--- src/verilog/port_pins_defs.svh ---
`ifndef PORT_PINS_DEFS_SVH
`define PORT_PINS_DEFS_SVH

// printed offsets are not all multiples of four: each is an index, byte address = index * 4
`define IDX_INPUT_LEVELS 8'hce
`define IDX_NARROW_DATA 8'hcf
`define IDX_PORT_A_DATA 8'hd3
`define IDX_PORT_B_DATA 8'hd6
`define IDX_PORT_A_DIR 8'hd0
`define IDX_PORT_B_DIR 8'hd4
`define IDX_QUAD_DIR 8'hc8
`define IDX_QUAD_PULLUP 8'hd8
`define IDX_SECOND_DIR 8'hc1
`define IDX_SECOND_PULLUP 8'hd9
`define IDX_QUAD_DATA 8'hca
`define IDX_SECOND_DATA 8'hc3
`define BYTE_ADDR_W 10
`define RST_BYTE 8'h00
`define RST_NIBBLE 4'h0
`define RST_NARROW 5'h00
`define NARROW_RD_FILL 3'h7
`define QUAD_RD_FILL 4'hf

`endif

--- src/verilog/port_pins_pkg.sv ---
package port_pins_pkg;

   typedef struct packed {
      logic [7:0] port_a_out;
      logic [7:0] port_a_dir;
      logic [7:0] port_b_out;
      logic [7:0] port_b_dir;
      logic [7:0] second_out;
      logic [7:0] second_dir;
      logic [7:0] second_pu;
      logic [3:0] quad_out;
      logic [3:0] quad_dir;
      logic [3:0] quad_pu;
      logic [4:0] narrow_out;
   } port_regs_type;

   typedef struct packed {
      logic [7:0] out;
      logic [7:0] oe;
      logic [7:0] pu;
   } pin_drive_type;

   typedef struct packed {
      logic pready;
      logic pslverr;
      logic [31:0] prdata;
   } apb_resp_type;

endpackage

--- src/verilog/pin_sync.sv ---
`timescale 1ns/10ps
// two-stage synchroniser for pin levels
module pin_sync #(
   parameter int WIDTH = 8
) (
   input wire logic pclk,
   input wire logic presetn,
   input wire logic [WIDTH-1:0] async_in,
   output logic [WIDTH-1:0] sync_out
);

   typedef struct packed {
      logic [WIDTH-1:0] first;
      logic [WIDTH-1:0] second;
   } sync_state_type;

   sync_state_type s_q;
   sync_state_type s_d;

   always_comb
   begin
      s_d.first = async_in;
      s_d.second = s_q.first;
   end

   always_ff @(posedge pclk or negedge presetn)
   begin
      if (!presetn)
      begin
         s_q <= '0;
      end
      else
      begin
         s_q <= s_d;
      end
   end

   assign sync_out = s_q.second;

endmodule

--- src/verilog/pin_drive.sv ---
`timescale 1ns/10ps
`include "port_pins_defs.svh"
// registered pin drive for one 8-bit port
module pin_drive (
   input wire logic pclk,
   input wire logic presetn,
   input wire logic [7:0] data,
   input wire logic [7:0] dir,
   input wire logic [7:0] pu_en,
   output port_pins_pkg::pin_drive_type drv
);

   port_pins_pkg::pin_drive_type drv_q;
   port_pins_pkg::pin_drive_type drv_d;

   always_comb
   begin
      drv_d.out = data & dir;
      drv_d.oe = dir;
      drv_d.pu = pu_en & ~dir;
   end

   always_ff @(posedge pclk or negedge presetn)
   begin
      if (!presetn)
      begin
         drv_q <= '0;
      end
      else
      begin
         drv_q <= drv_d;
      end
   end

   assign drv = drv_q;

   AST_PU_ONLY_INPUT: assert property (@(posedge pclk) disable iff (!presetn)
      (drv_q.pu & drv_q.oe) == 8'h00) else $error("pull-up on while driving");
   AST_OUT_FOLLOWS: assert property (@(posedge pclk) disable iff (!presetn)
      ##1 drv_q.out == ($past(data) & $past(dir))) else $error("pin out wrong");

endmodule

--- src/verilog/port_pins.sv ---
// The APB interface to the registers was chosen for this implementation.
`timescale 1ns/10ps
`include "port_pins_defs.svh"

module port_pins (
   input wire logic pclk,
   input wire logic presetn,
   input wire logic psel,
   input wire logic penable,
   input wire logic pwrite,
   input wire logic [31:0] paddr,
   input wire logic [31:0] pwdata,
   input wire logic [3:0] pstrb,
   output logic pready,
   output logic pslverr,
   output logic [31:0] prdata,
   input wire logic [7:0] input_port_pins,
   input wire logic [7:0] port_a_in,
   input wire logic [7:0] port_b_in,
   input wire logic [7:0] second_in,
   input wire logic [3:0] quad_in,
   input wire logic [4:0] narrow_in,
   output logic [7:0] port_a_out,
   output logic [7:0] port_a_oe,
   output logic [7:0] port_b_out,
   output logic [7:0] port_b_oe,
   output logic [7:0] second_out,
   output logic [7:0] second_oe,
   output logic [7:0] second_pullup,
   output logic [3:0] quad_out,
   output logic [3:0] quad_oe,
   output logic [3:0] quad_pullup,
   output logic [4:0] narrow_out
);

   port_pins_pkg::port_regs_type r_q;
   port_pins_pkg::port_regs_type r_d;
   port_pins_pkg::apb_resp_type resp_q;
   port_pins_pkg::apb_resp_type resp_d;
   port_pins_pkg::pin_drive_type drv_a;
   port_pins_pkg::pin_drive_type drv_b;
   port_pins_pkg::pin_drive_type drv_s;
   port_pins_pkg::pin_drive_type drv_qd;
   logic [7:0] input_sync;
   logic [7:0] a_sync;
   logic [7:0] b_sync;
   logic [7:0] s_sync;
   logic [7:0] qd_sync;
   logic [7:0] n_sync;
   logic [7:0] idx;
   logic access;
   logic aligned;
   logic [7:0] quad_view;

   function automatic logic [7:0] merge_byte(input logic [7:0] old, input logic [31:0] wd,
                                             input logic lane);
      merge_byte = lane ? wd[7:0] : old;
   endfunction

   // pin read-back: output pins read latch, inputs read pins
   function automatic logic [7:0] pin_view(input logic [7:0] dat, input logic [7:0] dir,
                                           input logic [7:0] pins);
      pin_view = (dat & dir) | (pins & ~dir);
   endfunction

   pin_sync #(.WIDTH(8)) u_sync_in (.pclk(pclk), .presetn(presetn),
      .async_in(input_port_pins), .sync_out(input_sync));
   pin_sync #(.WIDTH(8)) u_sync_a (.pclk(pclk), .presetn(presetn),
      .async_in(port_a_in), .sync_out(a_sync));
   pin_sync #(.WIDTH(8)) u_sync_b (.pclk(pclk), .presetn(presetn),
      .async_in(port_b_in), .sync_out(b_sync));
   pin_sync #(.WIDTH(8)) u_sync_s (.pclk(pclk), .presetn(presetn),
      .async_in(second_in), .sync_out(s_sync));
   pin_sync #(.WIDTH(8)) u_sync_q (.pclk(pclk), .presetn(presetn),
      .async_in({4'h0, quad_in}), .sync_out(qd_sync));
   pin_sync #(.WIDTH(8)) u_sync_n (.pclk(pclk), .presetn(presetn),
      .async_in({3'h0, narrow_in}), .sync_out(n_sync));

   pin_drive u_drv_a (.pclk(pclk), .presetn(presetn), .data(r_q.port_a_out),
      .dir(r_q.port_a_dir), .pu_en(`RST_BYTE), .drv(drv_a));
   pin_drive u_drv_b (.pclk(pclk), .presetn(presetn), .data(r_q.port_b_out),
      .dir(r_q.port_b_dir), .pu_en(`RST_BYTE), .drv(drv_b));
   pin_drive u_drv_s (.pclk(pclk), .presetn(presetn), .data(r_q.second_out),
      .dir(r_q.second_dir), .pu_en(r_q.second_pu), .drv(drv_s));
   pin_drive u_drv_q (.pclk(pclk), .presetn(presetn), .data({4'h0, r_q.quad_out}),
      .dir({4'h0, r_q.quad_dir}), .pu_en({4'h0, r_q.quad_pu}), .drv(drv_qd));

   assign idx = paddr[9:2];
   assign aligned = (paddr[1:0] == 2'b00) && (paddr[31:`BYTE_ADDR_W] == '0);
   assign access = psel && penable && !resp_q.pready;
   // quad read-back, only the low nibble is used
   assign quad_view = pin_view({4'h0, r_q.quad_out}, {4'h0, r_q.quad_dir}, qd_sync);

   always_comb
   begin
      r_d = r_q;
      resp_d.pready = access;
      resp_d.pslverr = 1'b0;
      resp_d.prdata = '0;
      if (access)
      begin
         if (!aligned)
         begin
            resp_d.pslverr = 1'b1;
         end
         else if (pwrite)
         begin
            case (idx)
               `IDX_PORT_A_DATA: r_d.port_a_out = merge_byte(r_q.port_a_out, pwdata, pstrb[0]);
               `IDX_PORT_A_DIR: r_d.port_a_dir = merge_byte(r_q.port_a_dir, pwdata, pstrb[0]);
               `IDX_PORT_B_DATA: r_d.port_b_out = merge_byte(r_q.port_b_out, pwdata, pstrb[0]);
               `IDX_PORT_B_DIR: r_d.port_b_dir = merge_byte(r_q.port_b_dir, pwdata, pstrb[0]);
               `IDX_SECOND_DATA: r_d.second_out = merge_byte(r_q.second_out, pwdata, pstrb[0]);
               `IDX_SECOND_DIR: r_d.second_dir = merge_byte(r_q.second_dir, pwdata, pstrb[0]);
               `IDX_SECOND_PULLUP: r_d.second_pu = merge_byte(r_q.second_pu, pwdata, pstrb[0]);
               `IDX_QUAD_DATA: r_d.quad_out = pstrb[0] ? pwdata[3:0] : r_q.quad_out;
               `IDX_QUAD_DIR: r_d.quad_dir = pstrb[0] ? pwdata[3:0] : r_q.quad_dir;
               `IDX_QUAD_PULLUP: r_d.quad_pu = pstrb[0] ? pwdata[3:0] : r_q.quad_pu;
               `IDX_NARROW_DATA: r_d.narrow_out = pstrb[0] ? pwdata[4:0] : r_q.narrow_out;
               `IDX_INPUT_LEVELS: r_d = r_q;
               default: resp_d.pslverr = 1'b1;
            endcase
         end
         else
         begin
            case (idx)
               `IDX_INPUT_LEVELS: resp_d.prdata[7:0] = input_sync;
               `IDX_PORT_A_DATA:
                  resp_d.prdata[7:0] = pin_view(r_q.port_a_out, r_q.port_a_dir, a_sync);
               `IDX_PORT_B_DATA: resp_d.prdata[7:0] = r_q.port_b_out;
               `IDX_SECOND_DATA:
                  resp_d.prdata[7:0] = pin_view(r_q.second_out, r_q.second_dir, s_sync);
               `IDX_SECOND_PULLUP: resp_d.prdata[7:0] = r_q.second_pu;
               `IDX_QUAD_DATA: resp_d.prdata[7:0] = {`QUAD_RD_FILL, quad_view[3:0]};
               `IDX_QUAD_PULLUP: resp_d.prdata[7:0] = {`QUAD_RD_FILL, r_q.quad_pu};
               `IDX_NARROW_DATA: resp_d.prdata[7:0] = {`NARROW_RD_FILL, n_sync[4:0]};
               // direction registers read as zero (write-only)
               `IDX_PORT_A_DIR, `IDX_PORT_B_DIR, `IDX_SECOND_DIR, `IDX_QUAD_DIR:
                  resp_d.prdata = '0;
               default: resp_d.pslverr = 1'b1;
            endcase
         end
      end
   end

   always_ff @(posedge pclk or negedge presetn)
   begin
      if (!presetn)
      begin
         r_q.port_a_out <= `RST_BYTE;
         r_q.port_a_dir <= `RST_BYTE;
         r_q.port_b_out <= `RST_BYTE;
         r_q.port_b_dir <= `RST_BYTE;
         r_q.second_out <= `RST_BYTE;
         r_q.second_dir <= `RST_BYTE;
         r_q.second_pu <= `RST_BYTE;
         r_q.quad_out <= `RST_NIBBLE;
         r_q.quad_dir <= `RST_NIBBLE;
         r_q.quad_pu <= `RST_NIBBLE;
         r_q.narrow_out <= `RST_NARROW;
         resp_q <= '0;
      end
      else
      begin
         r_q <= r_d;
         resp_q <= resp_d;
      end
   end

   // narrow port has no direction register: always driven
   logic [4:0] narrow_q;
   always_ff @(posedge pclk or negedge presetn)
   begin
      if (!presetn)
      begin
         narrow_q <= `RST_NARROW;
      end
      else
      begin
         narrow_q <= r_q.narrow_out;
      end
   end

   assign pready = resp_q.pready;
   assign pslverr = resp_q.pslverr;
   assign prdata = resp_q.prdata;
   assign port_a_out = drv_a.out;
   assign port_a_oe = drv_a.oe;
   assign port_b_out = drv_b.out;
   assign port_b_oe = drv_b.oe;
   assign second_out = drv_s.out;
   assign second_oe = drv_s.oe;
   assign second_pullup = drv_s.pu;
   assign quad_out = drv_qd.out[3:0];
   assign quad_oe = drv_qd.oe[3:0];
   assign quad_pullup = drv_qd.pu[3:0];
   assign narrow_out = narrow_q;

   AST_IN_READ: assert property (@(posedge pclk) disable iff (!presetn)
      access && !pwrite && aligned && idx == `IDX_INPUT_LEVELS
      |=> prdata[7:0] == $past(input_sync) && pready) else $error("input read wrong");
   AST_DIR_OE: assert property (@(posedge pclk) disable iff (!presetn)
      access && pwrite && aligned && idx == `IDX_PORT_B_DIR && pstrb[0]
      |=> ##1 port_b_oe == $past(pwdata[7:0], 2)) else $error("dir not applied");
   AST_QUAD_PU: assert property (@(posedge pclk) disable iff (!presetn)
      (quad_pullup & quad_oe) == 4'h0) else $error("quad pull-up on output");
   AST_SECOND_PU: assert property (@(posedge pclk) disable iff (!presetn)
      (second_pullup & second_oe) == 8'h00) else $error("second pull-up on output");
   AST_PU_ON: assert property (@(posedge pclk) disable iff (!presetn)
      access && pwrite && aligned && idx == `IDX_QUAD_PULLUP && pstrb[0] && r_q.quad_dir == 4'h0
      |=> ##1 quad_pullup == $past(pwdata[3:0], 2)) else $error("pull-up write lost");
   AST_B_RW: assert property (@(posedge pclk) disable iff (!presetn)
      access && pwrite && aligned && idx == `IDX_PORT_B_DATA && pstrb[0]
      |=> r_q.port_b_out == $past(pwdata[7:0])) else $error("port b write lost");
   AST_B_OUT: assert property (@(posedge pclk) disable iff (!presetn)
      ##2 (port_b_out & port_b_oe) == ($past(r_q.port_b_out & r_q.port_b_dir)))
      else $error("port b drive wrong");
   AST_READY_ONE: assert property (@(posedge pclk) disable iff (!presetn)
      pready |=> !pready) else $error("pready held");
   AST_A_OUT: assert property (@(posedge pclk) disable iff (!presetn)
      ##2 port_a_out == $past(r_q.port_a_out & r_q.port_a_dir))
      else $error("port a drive wrong");
   AST_A_OE: assert property (@(posedge pclk) disable iff (!presetn)
      ##2 port_a_oe == $past(r_q.port_a_dir))
      else $error("port a enable wrong");
   AST_SECOND_OUT: assert property (@(posedge pclk) disable iff (!presetn)
      ##2 second_out == $past(r_q.second_out & r_q.second_dir))
      else $error("second port drive wrong");
   AST_QUAD_OE: assert property (@(posedge pclk) disable iff (!presetn)
      ##2 quad_oe == $past(r_q.quad_dir))
      else $error("quad enable wrong");
   AST_NARROW_OUT: assert property (@(posedge pclk) disable iff (!presetn)
      ##1 narrow_out == $past(r_q.narrow_out))
      else $error("narrow drive wrong");
   AST_DIR_READ_ZERO: assert property (@(posedge pclk) disable iff (!presetn)
      access && !pwrite && aligned && (idx == `IDX_PORT_A_DIR || idx == `IDX_PORT_B_DIR
      || idx == `IDX_SECOND_DIR || idx == `IDX_QUAD_DIR)
      |=> prdata == 32'h0000_0000 && pready)
      else $error("direction read not zero");
   AST_ERR_NO_WRITE: assert property (@(posedge pclk) disable iff (!presetn)
      access && pwrite && !aligned
      |=> pslverr && $stable(r_q.port_b_out))
      else $error("refused write landed");
   AST_IN_NO_WRITE: assert property (@(posedge pclk) disable iff (!presetn)
      access && pwrite && aligned && idx == `IDX_INPUT_LEVELS
      |=> pready && !pslverr)
      else $error("input port write answered wrong");

   COV_B_WRITE: cover property (@(posedge pclk) disable iff (!presetn)
      access && pwrite && idx == `IDX_PORT_B_DATA);
   COV_IN_READ: cover property (@(posedge pclk) disable iff (!presetn)
      access && !pwrite && idx == `IDX_INPUT_LEVELS);
   COV_ERR: cover property (@(posedge pclk) disable iff (!presetn) pslverr);
   COV_QUAD_PU: cover property (@(posedge pclk) disable iff (!presetn) quad_pullup == 4'hf);
   COV_B_DRIVE: cover property (@(posedge pclk) disable iff (!presetn) port_b_oe == 8'hff);

endmodule

--- config.mk ---
export PLATFORM = sky130hd
export DESIGN_NAME = port_pins
export DESIGN_NICKNAME = d
export VERILOG_FILES = /design/src/verilog/port_pins_pkg.sv /design/src/verilog/pin_sync.sv /design/src/verilog/pin_drive.sv /design/src/verilog/port_pins.sv
export VERILOG_INCLUDE_DIRS = /design/src /design/src/verilog
export SDC_FILE = /design/constraint.sdc
export NUM_CORES = 1
export LEC_CHECK = 0
export BUFFER_PORTS_ARGS = -buffer_cell sky130_fd_sc_hd__buf_2
export CORE_ASPECT_RATIO = 0.75
export CORE_MARGIN = 5
export CORE_UTILIZATION = 40
export CTS_BUF_LIST = sky130_fd_sc_hd__clkbuf_2 sky130_fd_sc_hd__clkbuf_4 sky130_fd_sc_hd__clkbuf_8
export CTS_CLUSTER_DIAMETER = 50
export CTS_CLUSTER_SIZE = 40
export DETAILED_ROUTE_END_ITERATION = 10
export SLEW_MARGIN = 30
export SYNTH_ARGS = -nofsm -noshare
export SYNTH_HDL_FRONTEND = slang
export SYNTH_HIERARCHICAL = 1
export SYNTH_SLANG_ARGS = --single-unit
export TNS_END_PERCENT = 100
--- constraint.sdc ---
create_clock -name pclk -period 1.98 [get_ports pclk]
set_input_delay 0.495 -clock pclk [delete_from_list [all_inputs] [get_ports pclk]]
set_output_delay 0.495 -clock pclk [all_outputs]
set_load 0.03 [all_outputs]
# Word-level counts from Yosys, hierarchy flattened
# Index checks and enable logic that the tools add are counted.
dict set report totals {
  out_inout_bits 107
  elab_cells 86
  inputBits 114
  regBits 246
}
dict set report classes {
  n_eq_ne 12
  reduce_logical 18
  bitwise 15
  n_mux 6
}
# cell count
set ops {}
lappend ops {{$eq 8x8->1 const B} 12}
lappend ops {{$pmux 8 s8} 1}
lappend ops {{$reduce_and 5->1} 11}
lappend ops {{$and 8x8->8} 6}
lappend ops {{$mux 33} 1}
lappend ops {{$logic_not 22->1} 1}
lappend ops {{$mux 8} 2}
lappend ops {{$not 8->8} 2}
lappend ops {{$or 8x8->8} 2}
lappend ops {{$and 4x4->4} 3}
lappend ops {{$reduce_or 12->1} 1}
lappend ops {{$not 4->4} 1}
lappend ops {{$or 4x4->4} 1}
lappend ops {{$logic_and 1x1->1} 3}
lappend ops {{$logic_not 2->1} 1}
lappend ops {{$mux 1} 2}
lappend ops {{$logic_not 1->1} 1}

# Depth between registers and ports, before layout
dict set report depth {
  depth_word 7
  ltp_mapped 6
}

# Cells and area by module
# Netlist, hierarchy kept.
# mod instances cells_each area_per_inst_um2
set modules_own_cells {}
lappend modules_own_cells {port_pins 1 356 4463.0}
lappend modules_own_cells {pin_drive 4 40 700.7}
lappend modules_own_cells {pin_sync 5 16 400.4}

# Worst setup path after synthesis
# No wires, ideal clock.
dict set report synth_path {
  path_kind {input port to flip-flop}
  start {input port paddr[20]}
  end {register r_q[69] (netlist bit)}
  t_arrival_ns 2.168
  stages 5
  setup_time_ns 0.125
  path_slack_ns -0.313
  required_time_ns 1.855
  path_cell_list {nor4_1 nand4_1 buf_4 nor4_4 mux2_2}
}
dict set report synth_between {
  elab_chain_cells 3
}
# element line_no
set synth_rtl {}
lappend synth_rtl {{from (decl)} port_pins.sv:11} ;# input wire logic [31:0] paddr,
lappend synth_rtl {{$logic_not 22->1} port_pins.sv:89} ;# assign aligned = (paddr[1:0] == 2'b00) && (paddr[31:`BYTE_ADDR_W] == '0);
lappend synth_rtl {{$logic_and 1x1->1} port_pins.sv:89}
lappend synth_rtl {{$reduce_and 5->1 (no line)} -}
lappend synth_rtl {{to (signal assigned)} port_pins.sv:165} ;# r_q <= r_d;
lappend synth_rtl {{to (decl)} port_pins.sv:36} ;# port_pins_pkg::port_regs_type r_q;
# No other way between the ends.
# A chain may end at the register's enable or synchronous reset.

# Worst setup path in the final report
dict set report layout_path {
  start {register resp_q (netlist bit pready)}
  end {register r_q[25] (netlist bit)}
}
dict set report layout_between {
  elab_chain_cells 3
}
# element line_no
set layout_rtl {}
lappend layout_rtl {{from (decl)} port_pins.sv:38} ;# port_pins_pkg::apb_resp_type resp_q;
lappend layout_rtl {{from (signal assigned)} port_pins.sv:166} ;# resp_q <= resp_d;
lappend layout_rtl {{$logic_not 1->1} port_pins.sv:90} ;# assign access = psel && penable && !resp_q.pready;
lappend layout_rtl {{$logic_and 1x1->1} port_pins.sv:90}
lappend layout_rtl {{net access} port_pins.sv:51} ;# logic access;
lappend layout_rtl {{$reduce_and 5->1 (no line)} -}
# The timed path passes the listed nets, and every way through them passes these cells.

==> impl_metrics.py <==
metrics = {
    "cts": {
        "cts_buffers": 20,
        "cts_sinks": 222,
        "cts_htree_levels": 1,
        "clk_pin_slew_worst_paths_ns": 0.14,
        "cts_tree": "yes",
        "clock_path_buffers": 3,
        "clock_latency_ns": 0.54,
        "root_buffer": "clkbuf_8",
        "cts_setup_buffers": 0,
    },
    "power_and_ir_drop": {
        "power.internal_uw": 6050,
        "swShare": 0.267,
        "clkPwrFrac": 0.383,
        "vdd.ir_drop.worst_mv": 0.364,
        "seqPwrFrac": 0.560,
        "switching_power_uw": 2200,
        "power_frac_comb": 0.057,
        "leakage_uw": 0.00538,
        "pwr_density_cell_nw_per_um2": 783,
    },
    "grt": {
        "grt_start_max_net_pins": 58,
        "grt_pass1_wl_um": 30500,
        "antenna_found_initial": 0,
        "grt_pass1_vias": 5497,
        "gr-total-overflow": 0,
        "grt_usage": 0.165,
    },
    "timing": {
        "relSlewSlack": 0.657,
        "maxSlewViolCount": 0,
        "rsz0062_at_grt": "no",
        "fmax_mhz": 515,
        "finalSetupTns_ns": 0,
        "hold_viol": 0,
        "setup_viol": 0,
        "tightest_slew_ns": 0.509,
        "clock_skew_ns": 0.0383,
        "min_period_ns": 1.94,
        "period_share": 0.980,
    },
    "critical_path": {
        "cp_slowest_cell": "dfrtp_1",
        "rrSetupSlack_ns": 0.04,
        "timing.rr.start": "pready",
        "path_buf_inv": 2,
        "worstPathCellList": "and3b_1, nand4_1, buf_6, nor4_4, buf_4, mux2_4",
        "critical_path_arrival_ns": 2.35,
        "crit_type": "flop to flop",
        "crit_required_ns": 2.39,
        "end_kind": "flop",
        "crit_path_max_incr_delay_ns": 0.39,
        "crit_start": "pready",
        "cp_top_family": "simple AND/OR/NAND/NOR gates",
        "cp-start-kind": "flop",
        "r2r_cells": 6,
        "critPathMaxFanout": 7,
        "r2r_end": "r_q[25]",
    },
    "run": {
        "drv_cap": 0,
    },
    "floorplanning": {
        "die_x_um": 174,
        "die_h_um": 133,
        "die_area_um2": 23100,
        "start_util": 0.402,
        "std_cell_rows": 45,
        "coreArea_um2": 20000,
        "ioPinCount": 221,
    },
    "routing": {
        "vias_per_cell": 4.83,
        "vias": 5019,
        "firstDrtPassIters": 5,
        "wl_per_cell_um": 18.5,
        "routed_wl_um": 19200,
        "drt_iter0_markers": 316,
        "drc": 0,
        "antenna_left": 0,
    },
    "layout": {
        "area_growth_pct": 30.6,
        "multi_input_area_um2": 2600,
        "final-seq-area_um2": 5560,
        "final_cells": 1039,
        "layout.nets": 880,
        "nFillCells": 1692,
        "drive_gt1_frac": 0.468,
        "design_area_um2": 10500,
    },
    "yosys": {
        "syn_area_per_cell_um2": 15.2,
        "syn-instance-count": 530,
        "synth_area_um2": 8070,
        "yosys_warnings": 6,
    },
    "placement": {
        "dpl.hpwl_um": 14000,
        "post_dp_cell_area_um2": 9990,
        "dpl.cell_count": 1000,
        "io_buffers": 161,
        "gp_congestion": 0.827,
    },
    "run_status": {
        "status": "finished, final reports clean",
    },
    "worst_hold_path": {
        "hold_path_end": "u_sync_s/s_d[4]",
        "hold_start": "second_in[4]",
        "hold_depth": 1,
        "hold_class": "input port to flop",
    },
}
-- sequential cells by signal, summed over array words and instances, names as in the netlist --
name	flops
u_drv_a/drv	16
u_sync_a/sync_out	8
pslverr	1
u_sync_n/s_d	5
u_drv_s/drv	24
u_sync_a/s_d	8
pready	1
u_sync_in/sync_out	8
u_sync_s/sync_out	8
u_drv_q/drv	12
u_sync_q/sync_out	4
u_sync_q/s_d	4
prdata	8
u_sync_in/s_d	8
r_q	73
narrow_out	5
u_sync_s/s_d	8
u_sync_n/sync_out	5
u_drv_b/drv	16
-- power by group through the flow --
stage	clock [uW]	combinational, uW	sequential (uW)
2_1_floorplan	0	210	4710
3_3_place_gp	0	459	4710
3_5_place_dp	0	470	4710
4_1_cts	3260	474	4620
5_1_grt	3440	519	4630
6_report	3160	469	4620
-- layer usage --
layer	global-route usage	part of all wire	vias to the layer above
li1	-	-	2289
met1	0.240	0.46	2549
met2	0.252	0.45	153
met3	0.0411	0.063	28
met4	0.0374	0.020	0
met5	0	0	-
-- stage by stage --
step	util	power, uW	setup WS [ns]	hold slack [ns]
after floorplan	-	4920	-0.234	0.199
after global placement	0.499	5170	-0.386	0.336
after detailed placement	0.499	5180	-0.397	0.336
after CTS	0.525	8360	0.0233	0.00412
after global routing	0.525	8580	0.00154	0.00315
final	0.525	8250	0.0391	0.0254
-- worst max-delay path by stage --
stage                    to  slack (ns)  cells after the start
floorplan           r_q[37]       -0.23                      5
global placement    r_q[33]       -0.39                      7
detailed placement  r_q[38]       -0.40                      7
CTS                 r_q[25]        0.02                      6
global route        r_q[40]       0.002                      6
finish              r_q[25]        0.04                      6
-- layout make-up --
| type | count | share of cell area |
|---|---|---|
| clock buffers | 23 | 0.0301 |
| diodes | 1 | 0.000238 |
| flip-flops and latches | 222 | 0.527 |
| multi-input cells | 285 | 0.247 |
| repair buffers | 234 | 0.146 |
| well taps | 258 | 0.0306 |
| clock inverters | 13 | 0.0179 |
| inverters | 3 | 0.00107 |
-- placed cells by master (no fill, tap or decap), types with 3 or more instances in the layout --
master / count
a41oi_1: 3
inv_12: 3
nand4b_1: 3
inv_8: 3
nor2b_1: 23
and2_1: 30
buf_2: 160
nand2b_1: 7
nand2_1: 13
buf_4: 57
mux2_4: 40
a31oi_1: 4
nor2_1: 3
nor4_4: 12
a2111oi_0: 3
buf_12: 13
conb_1: 24
mux2_2: 36
nand3_1: 5
nand4_1: 5
clkinv_8: 3
mux2i_1: 17
nor3_1: 9
clkbuf_8: 23
a221oi_1: 5
o21ai_0: 4
a22oi_1: 4
dfrtp_1: 222
-- repair_timing --
action	4_1_cts	5_1_grt
hold endpoints to repair	51	1
hold buffers	1	1
resized for setup	2	0
endpoints found under the setup margin	4	0
(Power assumes the default switching activity.)
